--- src/inc/lpi_pkg.sv ---
// constants shared by the pwm intensity block
package lpi_pkg;
	localparam int ADDR_W = 8;
	localparam int DATA_W = 8;
	localparam int NUM_OUT = 9;
	localparam int NUM_OUT_REG = 4;
	localparam logic [7:0] ADDR_MASTER = 8'h0e;
	localparam logic [7:0] ADDR_OUT0 = 8'h10;
	localparam logic [7:0] ADDR_OUT3 = 8'h13;
	localparam logic [7:0] RST_MASTER = 8'h00;
	localparam logic [7:0] RST_OUT = 8'h00;
	localparam logic [7:0] RD_UNMAPPED = 8'h00;
	localparam int MASTER_MSB = 7;
	localparam int MASTER_LSB = 4;
	localparam int GLOBAL_MSB = 3;
	localparam int GLOBAL_LSB = 0;
	localparam logic [3:0] SET_STATIC = 4'hf;
	localparam logic [3:0] MASTER_OFF = 4'h0;
	localparam logic [3:0] SLOT_LAST = 4'he;
	localparam logic [3:0] CYC_LAST = 4'hf;
	localparam int CLK_PERIOD_NS = 10;
	localparam int PWM_STEP_NS = 31250;
	localparam int STEP_CYC = PWM_STEP_NS / CLK_PERIOD_NS;
	localparam int STEP_W = 12;
	typedef logic [3:0] lpi_nib_t;
endpackage

--- src/inc/lpi_tick_if.sv ---
// pwm step and position carrier from timebase to output logic
`timescale 1ns/10ps
interface lpi_tick_if;
	logic step;
	logic [3:0] cyc;
	logic [3:0] slot;
	modport src (output step, output cyc, output slot);
	modport dst (input step, input cyc, input slot);
endinterface

--- src/lpi_timebase.sv ---
// pwm step divider and 15 x 16 step position counters
`timescale 1ns/10ps
module lpi_timebase
	import lpi_pkg::*;
#(
	parameter int STEP_COUNT = STEP_CYC
)
(
	// clock and reset
	input wire logic i_mclk,
	input wire logic i_srst,
	// control
	input wire logic i_run,
	// position out
	lpi_tick_if.src tk
);
	logic [STEP_W-1:0] div_r;
	localparam logic [STEP_W-1:0] DIV_LAST = STEP_W'(STEP_COUNT - 1);

	////////////////////////////////////////////////////////////////
	// divider held at zero while stopped, so it costs nothing when static
	always_ff @(posedge i_mclk)
	begin
		if (i_srst || !i_run || div_r == DIV_LAST)
			div_r <= '0;
		else
			div_r <= div_r + 1'b1;
	end

	always_ff @(posedge i_mclk)
	begin
		if (i_srst || !i_run)
			tk.step <= 1'b0;
		else
			tk.step <= (div_r == DIV_LAST);
	end

	always_ff @(posedge i_mclk)
	begin
		if (i_srst || !i_run)
		begin
			tk.cyc <= '0;
			tk.slot <= '0;
		end
		else if (tk.step)
		begin
			tk.cyc <= tk.cyc + 1'b1;
			if (tk.cyc == CYC_LAST)
				tk.slot <= (tk.slot == SLOT_LAST) ? 4'h0 : tk.slot + 1'b1;
		end
	end

	////////////////////////////////////////////////////////////////
	slot_range_a: assert property (@(posedge i_mclk) disable iff (i_srst) tk.slot <= SLOT_LAST)
		else $error("slot index beyond last timeslot");
	slot_wrap_a: assert property (@(posedge i_mclk) disable iff (i_srst)
		(i_run && tk.step && tk.cyc == CYC_LAST && tk.slot == SLOT_LAST) |=> (i_run -> tk.slot == 4'h0))
		else $error("period did not close after 240 steps");
endmodule

--- src/lpi_out_cell.sv ---
// level decision for one open-drain output
`timescale 1ns/10ps
module lpi_out_cell
	import lpi_pkg::*;
(
	// setting and state
	input wire lpi_nib_t i_setting,
	input wire logic i_level,
	input wire logic i_static_all,
	input wire logic i_gated,
	input wire logic [3:0] i_cyc,
	// decision
	output logic o_drive_low
);
	always_comb
	begin
		if (i_static_all || i_setting == SET_STATIC)
			o_drive_low = ~i_level;
		else if (i_gated && i_cyc <= i_setting)
			o_drive_low = ~i_level;
		else
			o_drive_low = i_level;
	end
endmodule

--- src/lpi_intensity.sv ---
// pwm intensity registers and nine open-drain output drivers
`timescale 1ns/10ps
//
// Operation
// - master field zero: all outputs static, global flag and output settings unused.
// - global flag is ignored while master field selects all static.
// - nonzero master, global clear: first eight outputs use their own 4-bit setting, ninth uses master low nibble.
// - individual setting 0xf gives a static glitch-free output.
// - individual setting 0x0 to 0xe gives pwm per that setting.
// - global set, master nonzero: all outputs use low nibble of master register.
// - global mode consults only the master register, never the output registers.
// - level 0, setting n: low (n+1)/16, released (15-n)/16 per gated slot.
// - level 1, setting n: low (15-n)/16, released (n+1)/16 per gated slot.
// - setting 0xf: static low for level 0, static released for level 1.
// - period of 240 steps: 15 timeslots of 16 pwm cycles each.
// - master field gates modulation to 1 through 15 timeslots per period.
// - 16/16 setting ignores master gating and follows the level bit.
// - master field in upper four bits, ninth output/global field in lower four.
module lpi_intensity
	import lpi_pkg::*;
#(
	parameter int STEP_COUNT = STEP_CYC,
	parameter int OUT_N = NUM_OUT
)
(
	// clock and reset
	input wire logic i_mclk,
	input wire logic i_srst,
	// register port
	input wire logic i_wr_en,
	input wire logic [lpi_pkg::ADDR_W-1:0] i_wr_addr,
	input wire logic [lpi_pkg::DATA_W-1:0] i_wr_data,
	input wire logic i_rd_en,
	input wire logic [lpi_pkg::ADDR_W-1:0] i_rd_addr,
	output logic [lpi_pkg::DATA_W-1:0] o_rd_data,
	// configuration from outside the block
	input wire logic i_global_en,
	input wire logic [OUT_N-1:0] i_level,
	// open-drain pins
	output logic [OUT_N-1:0] o_port_o,
	output logic [OUT_N-1:0] o_port_oe,
	// status
	output logic o_pwm_run
);
	import lpi_pkg::*;

	logic [7:0] master_r;
	logic [7:0] outint_r [0:NUM_OUT_REG-1];
	lpi_nib_t sel_w [0:OUT_N-1];
	logic [OUT_N-1:0] drive_w;
	logic run_w;
	logic static_all_w;
	logic global_w;
	logic gated_w;
	lpi_nib_t master_f;
	lpi_nib_t global_f;

	lpi_tick_if tk ();

	////////////////////////////////////////////////////////////////
	// address decode, shared by write and read
	function automatic logic is_out_addr(input logic [7:0] a);
		is_out_addr = (a >= ADDR_OUT0) && (a <= ADDR_OUT3);
	endfunction

	function automatic logic [7:0] reg_read(input logic [7:0] a, input logic [7:0] m,
		input logic [7:0] r0, input logic [7:0] r1, input logic [7:0] r2, input logic [7:0] r3);
		logic [7:0] v;
		v = RD_UNMAPPED;
		if (a == ADDR_MASTER)
			v = m;
		else if (is_out_addr(a))
		begin
			case (a[1:0])
				2'h0: v = r0;
				2'h1: v = r1;
				2'h2: v = r2;
				2'h3: v = r3;
				default: v = RD_UNMAPPED;
			endcase
		end
		reg_read = v;
	endfunction

	////////////////////////////////////////////////////////////////
	// registers
	always_ff @(posedge i_mclk)
	begin
		if (i_srst)
			master_r <= RST_MASTER;
		else if (i_wr_en && i_wr_addr == ADDR_MASTER)
			master_r <= i_wr_data;
	end

	always_ff @(posedge i_mclk)
	begin
		if (i_srst)
		begin
			for (int i = 0; i < NUM_OUT_REG; i++)
				outint_r[i] <= RST_OUT;
		end
		else if (i_wr_en && is_out_addr(i_wr_addr))
			outint_r[i_wr_addr[1:0]] <= i_wr_data;
	end

	// unmapped reads answer zero rather than holding stale data
	always_ff @(posedge i_mclk)
	begin
		if (i_srst)
			o_rd_data <= RD_UNMAPPED;
		else if (i_rd_en)
			o_rd_data <= reg_read(i_rd_addr, master_r, outint_r[0], outint_r[1], outint_r[2], outint_r[3]);
	end

	////////////////////////////////////////////////////////////////
	// mode decode
	assign master_f = master_r[MASTER_MSB:MASTER_LSB];
	assign global_f = master_r[GLOBAL_MSB:GLOBAL_LSB];
	assign static_all_w = (master_f == MASTER_OFF);
	assign run_w = ~static_all_w;
	assign global_w = i_global_en && run_w;
	assign gated_w = tk.slot < master_f;

	// two outputs per register, even output in the low nibble
	always_comb
	begin
		for (int k = 0; k < OUT_N; k++)
		begin
			if (global_w || k >= 2 * NUM_OUT_REG)
				sel_w[k] = global_f;
			else if (k[0])
				sel_w[k] = outint_r[k / 2][7:4];
			else
				sel_w[k] = outint_r[k / 2][3:0];
		end
	end

	////////////////////////////////////////////////////////////////
	// timebase stops while all static, which also keeps it phase-aligned on restart
	lpi_timebase #(
		.STEP_COUNT(STEP_COUNT)
	) u_tb (
		.i_mclk(i_mclk),
		.i_srst(i_srst),
		.i_run(run_w),
		.tk(tk)
	);

	for (genvar g = 0; g < OUT_N; g++)
	begin : g_cell
		lpi_out_cell u_cell (
			.i_setting(sel_w[g]),
			.i_level(i_level[g]),
			.i_static_all(static_all_w),
			.i_gated(gated_w),
			.i_cyc(tk.cyc),
			.o_drive_low(drive_w[g])
		);
	end

	////////////////////////////////////////////////////////////////
	// outputs; pin data is always zero, only the enable switches
	always_ff @(posedge i_mclk)
	begin
		if (i_srst)
			o_port_oe <= '0;
		else
			o_port_oe <= drive_w;
	end

	always_ff @(posedge i_mclk)
	begin
		if (i_srst)
			o_port_o <= '0;
		else
			o_port_o <= '0;
	end

	always_ff @(posedge i_mclk)
	begin
		if (i_srst)
			o_pwm_run <= 1'b0;
		else
			o_pwm_run <= run_w;
	end

	////////////////////////////////////////////////////////////////
	static_all_a: assert property (@(posedge i_mclk) disable iff (i_srst)
		(master_f == MASTER_OFF) |=> (o_port_oe == ~$past(i_level)))
		else $error("static mode output does not follow level");
	global_ignored_a: assert property (@(posedge i_mclk) disable iff (i_srst)
		(static_all_w && i_global_en) |=> (o_port_oe == ~$past(i_level) && !o_pwm_run))
		else $error("global flag acted while all static");
	indiv_select_a: assert property (@(posedge i_mclk) disable iff (i_srst)
		(run_w && !i_global_en) |-> (sel_w[1] == outint_r[0][7:4] && sel_w[6] == outint_r[3][3:0]))
		else $error("individual setting not taken from own nibble");
	indiv_static_a: assert property (@(posedge i_mclk) disable iff (i_srst)
		(!global_w && outint_r[0][3:0] == SET_STATIC) |=> (o_port_oe[0] == ~$past(i_level[0])))
		else $error("setting 0xf output not static");
	global_select_a: assert property (@(posedge i_mclk) disable iff (i_srst)
		global_w |-> (sel_w[0] == global_f && sel_w[7] == global_f))
		else $error("global mode setting not from master register");
	pwm_low_a: assert property (@(posedge i_mclk) disable iff (i_srst)
		(run_w && gated_w && sel_w[2] != SET_STATIC && tk.cyc <= sel_w[2] && !i_level[2])
		|=> o_port_oe[2])
		else $error("level 0 output not low in on-time");
	pwm_high_a: assert property (@(posedge i_mclk) disable iff (i_srst)
		(run_w && gated_w && sel_w[2] != SET_STATIC && tk.cyc > sel_w[2] && !i_level[2])
		|=> !o_port_oe[2])
		else $error("level 0 output low in off-time");
	inv_level_a: assert property (@(posedge i_mclk) disable iff (i_srst)
		(run_w && gated_w && sel_w[3] != SET_STATIC && tk.cyc > sel_w[3] && i_level[3])
		|=> o_port_oe[3])
		else $error("level 1 output not low in off-time");
	gate_off_a: assert property (@(posedge i_mclk) disable iff (i_srst)
		(run_w && !gated_w && sel_w[8] != SET_STATIC) |=> (o_port_oe[8] == $past(i_level[8])))
		else $error("output modulated outside gated slots");
	pin_zero_a: assert property (@(posedge i_mclk) disable iff (i_srst)
		o_port_o == '0)
		else $error("pin data not zero");
	read_back_a: assert property (@(posedge i_mclk) disable iff (i_srst)
		(i_rd_en && i_rd_addr == ADDR_MASTER && !(i_wr_en && i_wr_addr == ADDR_MASTER))
		|=> (o_rd_data == master_r))
		else $error("master register read back wrong");
endmodule

--- config.mk ---
export PLATFORM = sky130hd
export DESIGN_NAME = lpi_intensity
export DESIGN_NICKNAME = d
export VERILOG_FILES = /design/src/inc/lpi_pkg.sv /design/src/inc/lpi_tick_if.sv /design/src/lpi_timebase.sv /design/src/lpi_out_cell.sv /design/src/lpi_intensity.sv
export SDC_FILE = /design/constraint.sdc
export NUM_CORES = 1
export LEC_CHECK = 0
export BUFFER_PORTS_ARGS = -buffer_cell sky130_fd_sc_hd__clkbuf_2
export CAP_MARGIN = 20
export CORE_MARGIN = 2
export CORE_UTILIZATION = 50
export DETAILED_ROUTE_END_ITERATION = 12
export PLACE_DENSITY = 0.69
export SYNTH_ARGS = -nofsm -noshare
export SYNTH_HDL_FRONTEND = slang
export SYNTH_SLANG_ARGS = --single-unit
--- constraint.sdc ---
create_clock -name i_mclk -period 3.1 [get_ports i_mclk]
set_input_delay 0 -clock i_mclk [delete_from_list [all_inputs] [get_ports i_mclk]]
set_output_delay 0 -clock i_mclk [all_outputs]
set_load 0.01 [all_outputs]
# Yosys cells after proc, flatten, opt, wreduce, memory -nomap -nowiden
# Memory sizes are Yosys's and may differ from the RTL's.
# Index checks and enable logic that the tools add are counted.
[op_classes]
n_addsub = 3
n_lt_le_gt_ge = 14
n_eq_ne = 17
muxes = 38
n_bitwise = 10
reduce_logical = 29
[ops]
columns = ["cell", "count"]
rows = [
  ["equality test 4 bit (second input constant)", 11],
  ["<= comparator 4 bit", 9],
  ["2-to-1 mux 4 bit", 9],
  ["case mux 8 bit (4 select lines)", 1],
  ["2-to-1 mux 1 bit", 24],
  ["2-to-1 mux 8 bit", 3],
  ["equality test 8 x 4 -> 1 bit (second input constant)", 2],
  [">= comparator 8 x 5 -> 1 bit (second input constant)", 2],
  ["<= comparator 8 x 5 -> 1 bit (second input constant)", 2],
  ["logical AND 1 bit", 14],
  ["adder 12 x 1 -> 12 bit (second input constant)", 1],
  ["equality test 12 bit (second input constant)", 1],
  ["logical OR 1 bit", 11],
  ["NOT 1 bit", 10],
  ["adder 4 x 1 -> 4 bit (second input constant)", 2],
  ["OR reduction 8 bit", 1],
  ["equality test 2 bit (second input constant)", 2],
  ["zero test 4 bit", 1],
  ["< comparator 4 bit", 1],
  ["equality test 2 x 1 -> 1 bit (second input constant)", 1],
  ["zero test 2 bit", 1],
  ["2-to-1 mux 2 bit", 1],
  ["AND reduction 2 bit", 1],
]
[totals]
reg_bits = 47
ram_bits = 32
output_inout_bits = 27
word_cells = 120
mem_count = 1
[memory_table]
columns = ["name", "depth", "width", "rd", "rd_clocked_by_memory_dff", "wr", "line_no", "source"]
rows = [
  ["outint_r", 4, 8, 4, 0, 4, "lpi_intensity.sv:48", "logic [7:0] outint_r [0:NUM_OUT_REG-1];"],
]

# Logic depth before layout (Yosys ltp)
# Gate-level depths: netlist of the first run.
[logic_depth]
depth_word = 8
mapped_depth = 12
depth_no_buf = 10

# Modules after synthesis
# From an unflattened synthesis of the first run, not the netlist that was laid out.
[hier_totals]
hier_cells = 547
hier_area_um2 = 5049.8
[modules_own_cells]
columns = ["mod", "instances", "cells_each", "area_per_inst_um2", "seq_area_each_um2"]
rows = [
  ["lpi_intensity", 1, 281, 2875.3, 1481.4],
  ["lpi_out_cell", 9, 18, 133.9, 0.0],
  ["lpi_timebase", 1, 104, 969.7, 420.4],
]

# Worst setup path before layout of the first run
# OpenSTA, ideal clock, no wires.
[synth_timing]
path_kind = "register -> register"
start = "reg master_r[7]"
end = "reg o_port_oe[3]"
t_arrival_ns = 2.718
required_ns = 2.978
path_slack_ns = 0.260
stages_incl_launch_ff = 12
period_less_slack_ns = 2.840
cell_sequence = "dfxtp_1 -> or4_1 -> clkbuf_1 -> nand2_1 -> clkbuf_1 -> a21oi_1 -> ha_1 -> nor2b_1 -> o211ai_1 -> a21oi_1 -> mux2i_1 -> a311o_1"
[synth_between]
elab_chain_cells = 8
elab_cells_between_ends = 11
[synth_lines]
columns = ["item", "line_no", "source"]
rows = [
  ["start, declared", "lpi_intensity.sv:47", "logic [7:0] master_r;"],
  ["start signal, assigned", "lpi_intensity.sv:92", "master_r <= i_wr_data;"],
  ["zero test 4 bit", "lpi_intensity.sv:119", "assign static_all_w = (master_f == MASTER_OFF);"],
  ["NOT 1 bit", "lpi_intensity.sv:120", "assign run_w = ~static_all_w;"],
  ["logical AND 1 bit", "lpi_intensity.sv:121", "assign global_w = i_global_en && run_w;"],
  ["2-to-1 mux 4 bit", "lpi_intensity.sv:129", "if (global_w || k >= 2 * NUM_OUT_REG)"],
  ["<= comparator 4 bit", "lpi_out_cell.sv:19", "else if (i_gated && i_cyc <= i_setting)"],
  ["logical AND 1 bit", "lpi_out_cell.sv:19", ""],
  ["2-to-1 mux 1 bit", "lpi_out_cell.sv:19", ""],
  ["2-to-1 mux 1 bit (*)", "lpi_out_cell.sv:17", "if (i_static_all || i_setting == SET_STATIC)"],
  ["end signal, assigned", "lpi_intensity.sv:168", "o_port_oe <= drive_w;"],
  ["end, declared", "lpi_intensity.sv:41", "output logic [OUT_N-1:0] o_port_oe,"],
]
# Every way passes the cells marked *; elsewhere a longest branch is shown, timed or not.
# A chain may end at the register's enable or synchronous reset.

# Worst setup path in the final report of the first run
# Ends and elaborated chain as after synthesis.

==> results.cfg, run 1 <==
[detailed_routing]
drc = 0
drtIter0Drc = 449
ant_nets = 0
firstDrtPassIters = 5
vias = 4296
wl_mm = 13.0
wl_per_cell_microns = 17.9
via_per_inst = 5.93

[final_layout]
fillCellCount = 848
area_delta_synth_final_pct = 14.4
drive_gt1_share_pct = 16.4
final_cell_mix = clkbuf_2 (55), dfxtp_1 (47), nor2_1 (46), a21oi_1 (46), ha_1 (42)
diodes = 0
final_common_cell = clkbuf_2
stdcell_area_sq_mm = 0.00573
finalNetCount = 666

[place]
globalplace.congestion = 0.932
portBuffers = 55
hpwl_mm = 9.89
placed_cell_area_sq_mm = 0.00539

[timing]
finClkSkew_ps = 15.4
relSlewSlack_pct = 46.7
hold_viol = 0
drv_slew = 0
fin_crit_ps = 2820
min_period_over_period_pct = 90.9
setup_viol = 0
worst_pin_slew_ps = 799
tns_ps = 0
fmax_mhz = 355
rsz0062_at_grt = no

[critical_path]
worstSetupPathType = flop to flop
rr_startpoint = master_r[7]$_SDFFE_PP0P_
end_kind = flop
crit_start = master_r[7]$_SDFFE_PP0P_
critPathCapture = o_port_oe[3]$_SDFF_PP0_
r2r_setup_slack_ps = 280
worstPathArrival_ps = 3060
required_ps = 3340
worstPathMaxFanout = 32
cp-start-kind = flop
r2r-end = o_port_oe[3]$_SDFF_PP0_
reg2regPathDepth = 10

[grt]
grt_pass1_vias = 4122
antenna_found_initial = 0
grt_overflow = 0
grt_util_all_layers_pct = 24.8
grt_pass1_wl_mm = 21.2
grt_max_degree = 33

[power]
p_per_area_mw_per_mm2 = 388
p_int_uw = 1670
p_comb_share_pct = 9.8
power_switching_uw = 558
p_sw_share_pct = 25.1
p_leak_uw = 0.00214
p_seq_share_pct = 51.5
ir_drop_uv = 348
clock_power_share_pct = 38.7

[yosys]
synth_cell_types = 50
synthAdderAreaFrac_pct = 10.5
ys_warn_count = 0
synth_top_family_by_area = simple AND/OR/NAND/NOR gates
synth_compound_area_share_pct = 14.1
synthMuxAreaShare_pct = 6.42
synthFlopType = dfxtp_1
synthArstFlopShare_pct = 0
netlist_area_sq_mm = 0.00501
synth-edff-count = 32
yosysSeqAreaShare_pct = 38.0
synth_xor_xnor_area_share_pct = 2.27
synthSimpleGateAreaFrac_pct = 24.6
netlist_instances = 520
syn_avg_cell_area_sq_um = 9.63
ys_ff_latch = 79

[run_status]
status = completed

[floorplan]
core_sq_mm = 0.00973
ios = 65
dieArea_sq_mm = 0.0108
rows = 36
die_w_microns = 104
initial_utilization_pct = 51.5
die_y_microns = 104

[clock_network]
cts_buffers = 9
root_buffer = clkbuf_8
htree_levels = 3
cts.path.max_buffers = 2
clkTransAtPathRegs_ps = 80
clock_latency_ps = 360
cts_setup_buffers = 0
cts.sinks = 79
cts_tree = done

[job]
drv_cap = 0

[worst_hold_path]
hp-class = primary input to flop
hp-start = i_wr_data[4]
## cell usage after synthesis (9+ instances only)
library cell	count	area share, %
inv_1	15	1.1
buf_4	9	1.3
ha_1	42	10
nand3b_1	16	2.4
nor3b_1	9	1.3
dfxtp_1	47	19
mux2i_1	13	2.6
and2_1	33	4.1
a21oi_1	46	4.6
nand4_1	14	1.7
clkbuf_1	17	1.3
edfxtp_1	32	19
nor2_1	46	3.4
a311oi_1	10	1.7
nand2_1	40	3.0
nand3_1	22	2.2
## cells by family (layout without fill, tap and decap cells)
kind of cell               Yosys count  after routing
AOI/OAI and AO/OA                  105            105
muxes                               22             22
buffers and inverters               43            106
other                                1              9
xor gates and xnor gates            13             13
adders and majority gates           42             42
DFF                                 79             79
and+or+nand+nor                    215            215
## how the worst min path moves through the flow
stage	slack [ps]	cells past startpoint	to
final	20	3	master_r[4]$_SDFFE_PP0P_
after global routing	20	4	o_rd_data[1]$_SDFFE_PP0P_
after CTS	2	3	master_r[4]$_SDFFE_PP0P_
after detailed placement	310	3	o_port_oe[4]$_SDFF_PP0_
after global placement	300	3	o_port_oe[4]$_SDFF_PP0_
after floorplan	150	2	master_r[0]$_SDFFE_PP0P_
## cell type report
cell class              count  area [sq um]  area share, %
inverters                  15          56.3          0.983
flip-flops and latches     79          1900           33.2
repair buffers             75           455           7.95
well taps                 133           166           2.90
clock buffers               9           124           2.16
clock inverters             7          93.8           1.64
multi-input cells         406          2930           51.2
## critical path, cell delays in order, from the launching register on
cell,delay (ps)
dfxtp_1,350
or4_1,550
nand2_1,150
buf_4,320
a21oi_1,140
ha_1,330
nor2b_1,140
o211ai_1,180
a21oi_1,120
mux2i_1,130
a311o_1,310
## state kept, by name (all words and copies together) (netlist names)
| signal | flops |
|---|---|
| outint_r | 32 |
| u_tb.div_r | 12 |
| o_port_oe | 9 |
| master_r | 8 |
| o_rd_data | 8 |
| u_tb.tk.cyc | 4 |
| u_tb.tk.slot | 4 |
| o_pwm_run | 1 |
| u_tb.tk.step | 1 |
## power groups by stage
stage	sequential [uW]	clock (uW)	combinational (uW)
2_1_floorplan	1160	0	132
3_3_place_gp	1170	0	195
3_5_place_dp	1170	0	204
4_1_cts	1140	878	217
5_1_grt	1150	918	241
6_report	1150	861	217
## stage by stage
step / util, % / worst slack (ps) / instances / power [uW] / hold slack [ps]
detailed placement: 55.4 / 314 / 696 / 1370 / 314
finish: 58.9 / 283 / 724 / 2230 / 22.8
global placement: 55.4 / 417 / 696 / 1360 / 303
floorplan: - / 260 / 528 / 1290 / 147
CTS: 58.9 / 303 / 724 / 2240 / 2.44
global route: 58.9 / 65.5 / 724 / 2310 / 22.0
## timing repair
action / in CTS / in global routing
endpoints found under the hold margin: 16 / 0
hold buffers: 12 / 0
gates resized for setup: 0 / 0
## routing by layer
metal	vias up	global-route usage (%)	part of all wire (%)
li1	2055	-	-
met1	2027	34.0	44
met2	190	40.2	47
met3	24	4.07	7.6
met4	0	7.72	1.8
met5	-	0	0
(Power assumes the default switching activity.)
==> inputs of run 2 (changes only) <==
- CORE_UTILIZATION: 50 -> 55
- PLACE_DENSITY: 0.69 -> 0.74
- REMOVE_ABC_BUFFERS: unset -> 1
==> run 2 against run 1 <==
Against the previous run:
- clock-buffer cell count grew 1
- sequential cell count is the same
- clock skew shrank 3.7 ps
- design area shrank 1.1%
- global-route usage grew 1.1 points
- critical endpoint is now o_port_oe[2]$_SDFF_PP0_
==> results.cfg, run 2 (synthesis gave the netlist of run 1 again) <==
[run_status]
status = completed

[worst_hold_path]
hp-class = primary input to flop

[final_layout]
final_cell_mix = clkbuf_2 (55), dfxtp_1 (47), nor2_1 (46), a21oi_1 (46), ha_1 (42)
fillCellCount = 728
top_regs = outint_r: 32 flops, u_tb.div_r: 12 flops, o_port_oe: 9 flops
finalNetCount = 666
instances_no_fill = 699
diodes = 0
drive_gt1_share_pct = 16.8
area_delta_synth_final_pct = 13.2
final_core_util_pct = 64.7
final_common_cell = clkbuf_2
top_register = outint_r
largest_register_ffs = 32

[detailed_routing]
drtIter0Drc = 355
vias = 4215
via_per_inst = 6.03
wl_per_cell_microns = 17.5
firstDrtPassIters = 5
ant_nets = 0
wl_mm = 12.2
drc = 0

[clock_network]
clock_latency_ps = 350
cts_tree = done
clkTransAtPathRegs_ps = 90
root_buffer = clkbuf_8
htree_levels = 3
cts.sinks = 79
cts_buffers = 9
cts.path.max_buffers = 2
cts_setup_buffers = 0

[critical_path]
cp_cell_sequence = or4_1 > nand2_1 > buf_4 > a21oi_1 > ha_1 > nor2b_1 > o211ai_1 > a21oi_1 > mux2i_1 > a311o_1
end_kind = flop
cp-start-kind = flop
critical_path_buf_inv_count = 1
worstPathArrival_ps = 3040
crit_family = simple AND/OR/NAND/NOR gates
required_ps = 3350
slowest_stage = or4_1
path_common_cell = a21oi_1
slowest_delay_ps = 550
worstPathMaxFanout = 31
worstSetupPathType = flop to flop

[grt]
grt_max_degree = 38
grt_util_all_layers_pct = 25.8
antenna_found_initial = 0
grt_pass1_wl_mm = 20.1
grt_overflow = 0
grt_pass1_vias = 3929

[power]
p_leak_uw = 0.00214
power_switching_uw = 564
p_seq_share_pct = 54.5
p_int_uw = 1540
p_per_area_mw_per_mm2 = 370
p_comb_share_pct = 10.2
clock_power_share_pct = 35.3
ir_drop_uv = 238
total_power_uw = 2100
p_sw_share_pct = 26.9

[floorplan]
die_w_microns = 99.4
rows = 34
initial_utilization_pct = 57.1
ios = 65
core_sq_mm = 0.00876
dieArea_sq_mm = 0.00988
die_y_microns = 99.4

[timing]
finClkSkew_ps = 11.8
min_period_over_period_pct = 89.9
worst_pin_slew_ps = 845
drv_slew = 0
fin_ws_ps = 313
fmax_mhz = 359
relSlewSlack_pct = 43.7
setup_viol = 0
rsz0062_at_grt = no
hold_viol = 0
tns_ps = 0
fin_crit_ps = 2790

[place]
dp_worst_setup_slack_ps = 351
globalplace.congestion = 0.941
placed_cells = 672
hpwl_mm = 9.36
portBuffers = 55

[job]
drv_cap = 0
[run 2: cell type report]
cell class | instances | area (sq um) | share of cell area, %
Multi-Input combinational cell | 406 | 2930 | 51.8
Sequential cell | 79 | 1900 | 33.6
Timing Repair Buffer | 75 | 453 | 7.99
Clock buffer | 10 | 138 | 2.43
Tap cell | 108 | 135 | 2.38
Inverter | 15 | 56.3 | 0.994
Clock inverter | 6 | 50.0 | 0.883
[run 2: worst reg2reg max path: cells and delay by family, from the launching register on]
| family | cells | cell delay (ps) |
|---|---|---|
| AO/OA/AOI/OAI | 4 | 720 |
| flip-flops | 1 | 360 |
| multiplexers | 1 | 130 |
| AND/OR/NAND/NOR | 3 | 850 |
| adder cells (fa/ha/maj) | 1 | 310 |
| buffers and inverters | 1 | 310 |
[run 2: final timing paths]
path	from	to	slack [ps]	cells after the start
max	master_r[7]$_SDFFE_PP0P_	o_port_oe[2]$_SDFF_PP0_	310	10
min	i_wr_data[7]	master_r[7]$_SDFFE_PP0P_	10	3
max reg2reg	master_r[7]$_SDFFE_PP0P_	o_port_oe[2]$_SDFF_PP0_	310	10
min reg2reg	u_tb.div_r[0]$_SDFF_PP0_	u_tb.div_r[0]$_SDFF_PP0_	490	1
[run 2: timing repair]
item / 4_1_cts / 5_1_grt
gates resized for setup: 0 / 0
hold buffers: 11 / 0
hold endpoints to repair: 11 / 0
[run 2: routing by layer]
layer | GRT usage [%] | vias up | share of wire [%]
li1 | - | 2053 | -
met1 | 35.8 | 1983 | 45
met2 | 42.2 | 168 | 47
met3 | 4.57 | 11 | 7.2
met4 | 6.43 | 0 | 1.1
met5 | 0 | - | 0
[run 2: power by group through the flow]
stage          sequential, uW  clock (uW)  combinational, uW
4_1_cts                  1140         750                215
5_1_grt                  1150         792                239
3_5_place_dp             1170           0                203
6_report                 1140         740                215
3_3_place_gp             1170           0                194
2_1_floorplan            1160           0                107
[run 2: stage by stage]
stage                     instance area [sq um]  hold slack, ps
after CTS                                  5670            7.36
after floorplan                            4890            72.1
after global placement                     5370             296
after global routing                       5670            33.1
after detailed placement                   5370             309
final                                      5670            12.4
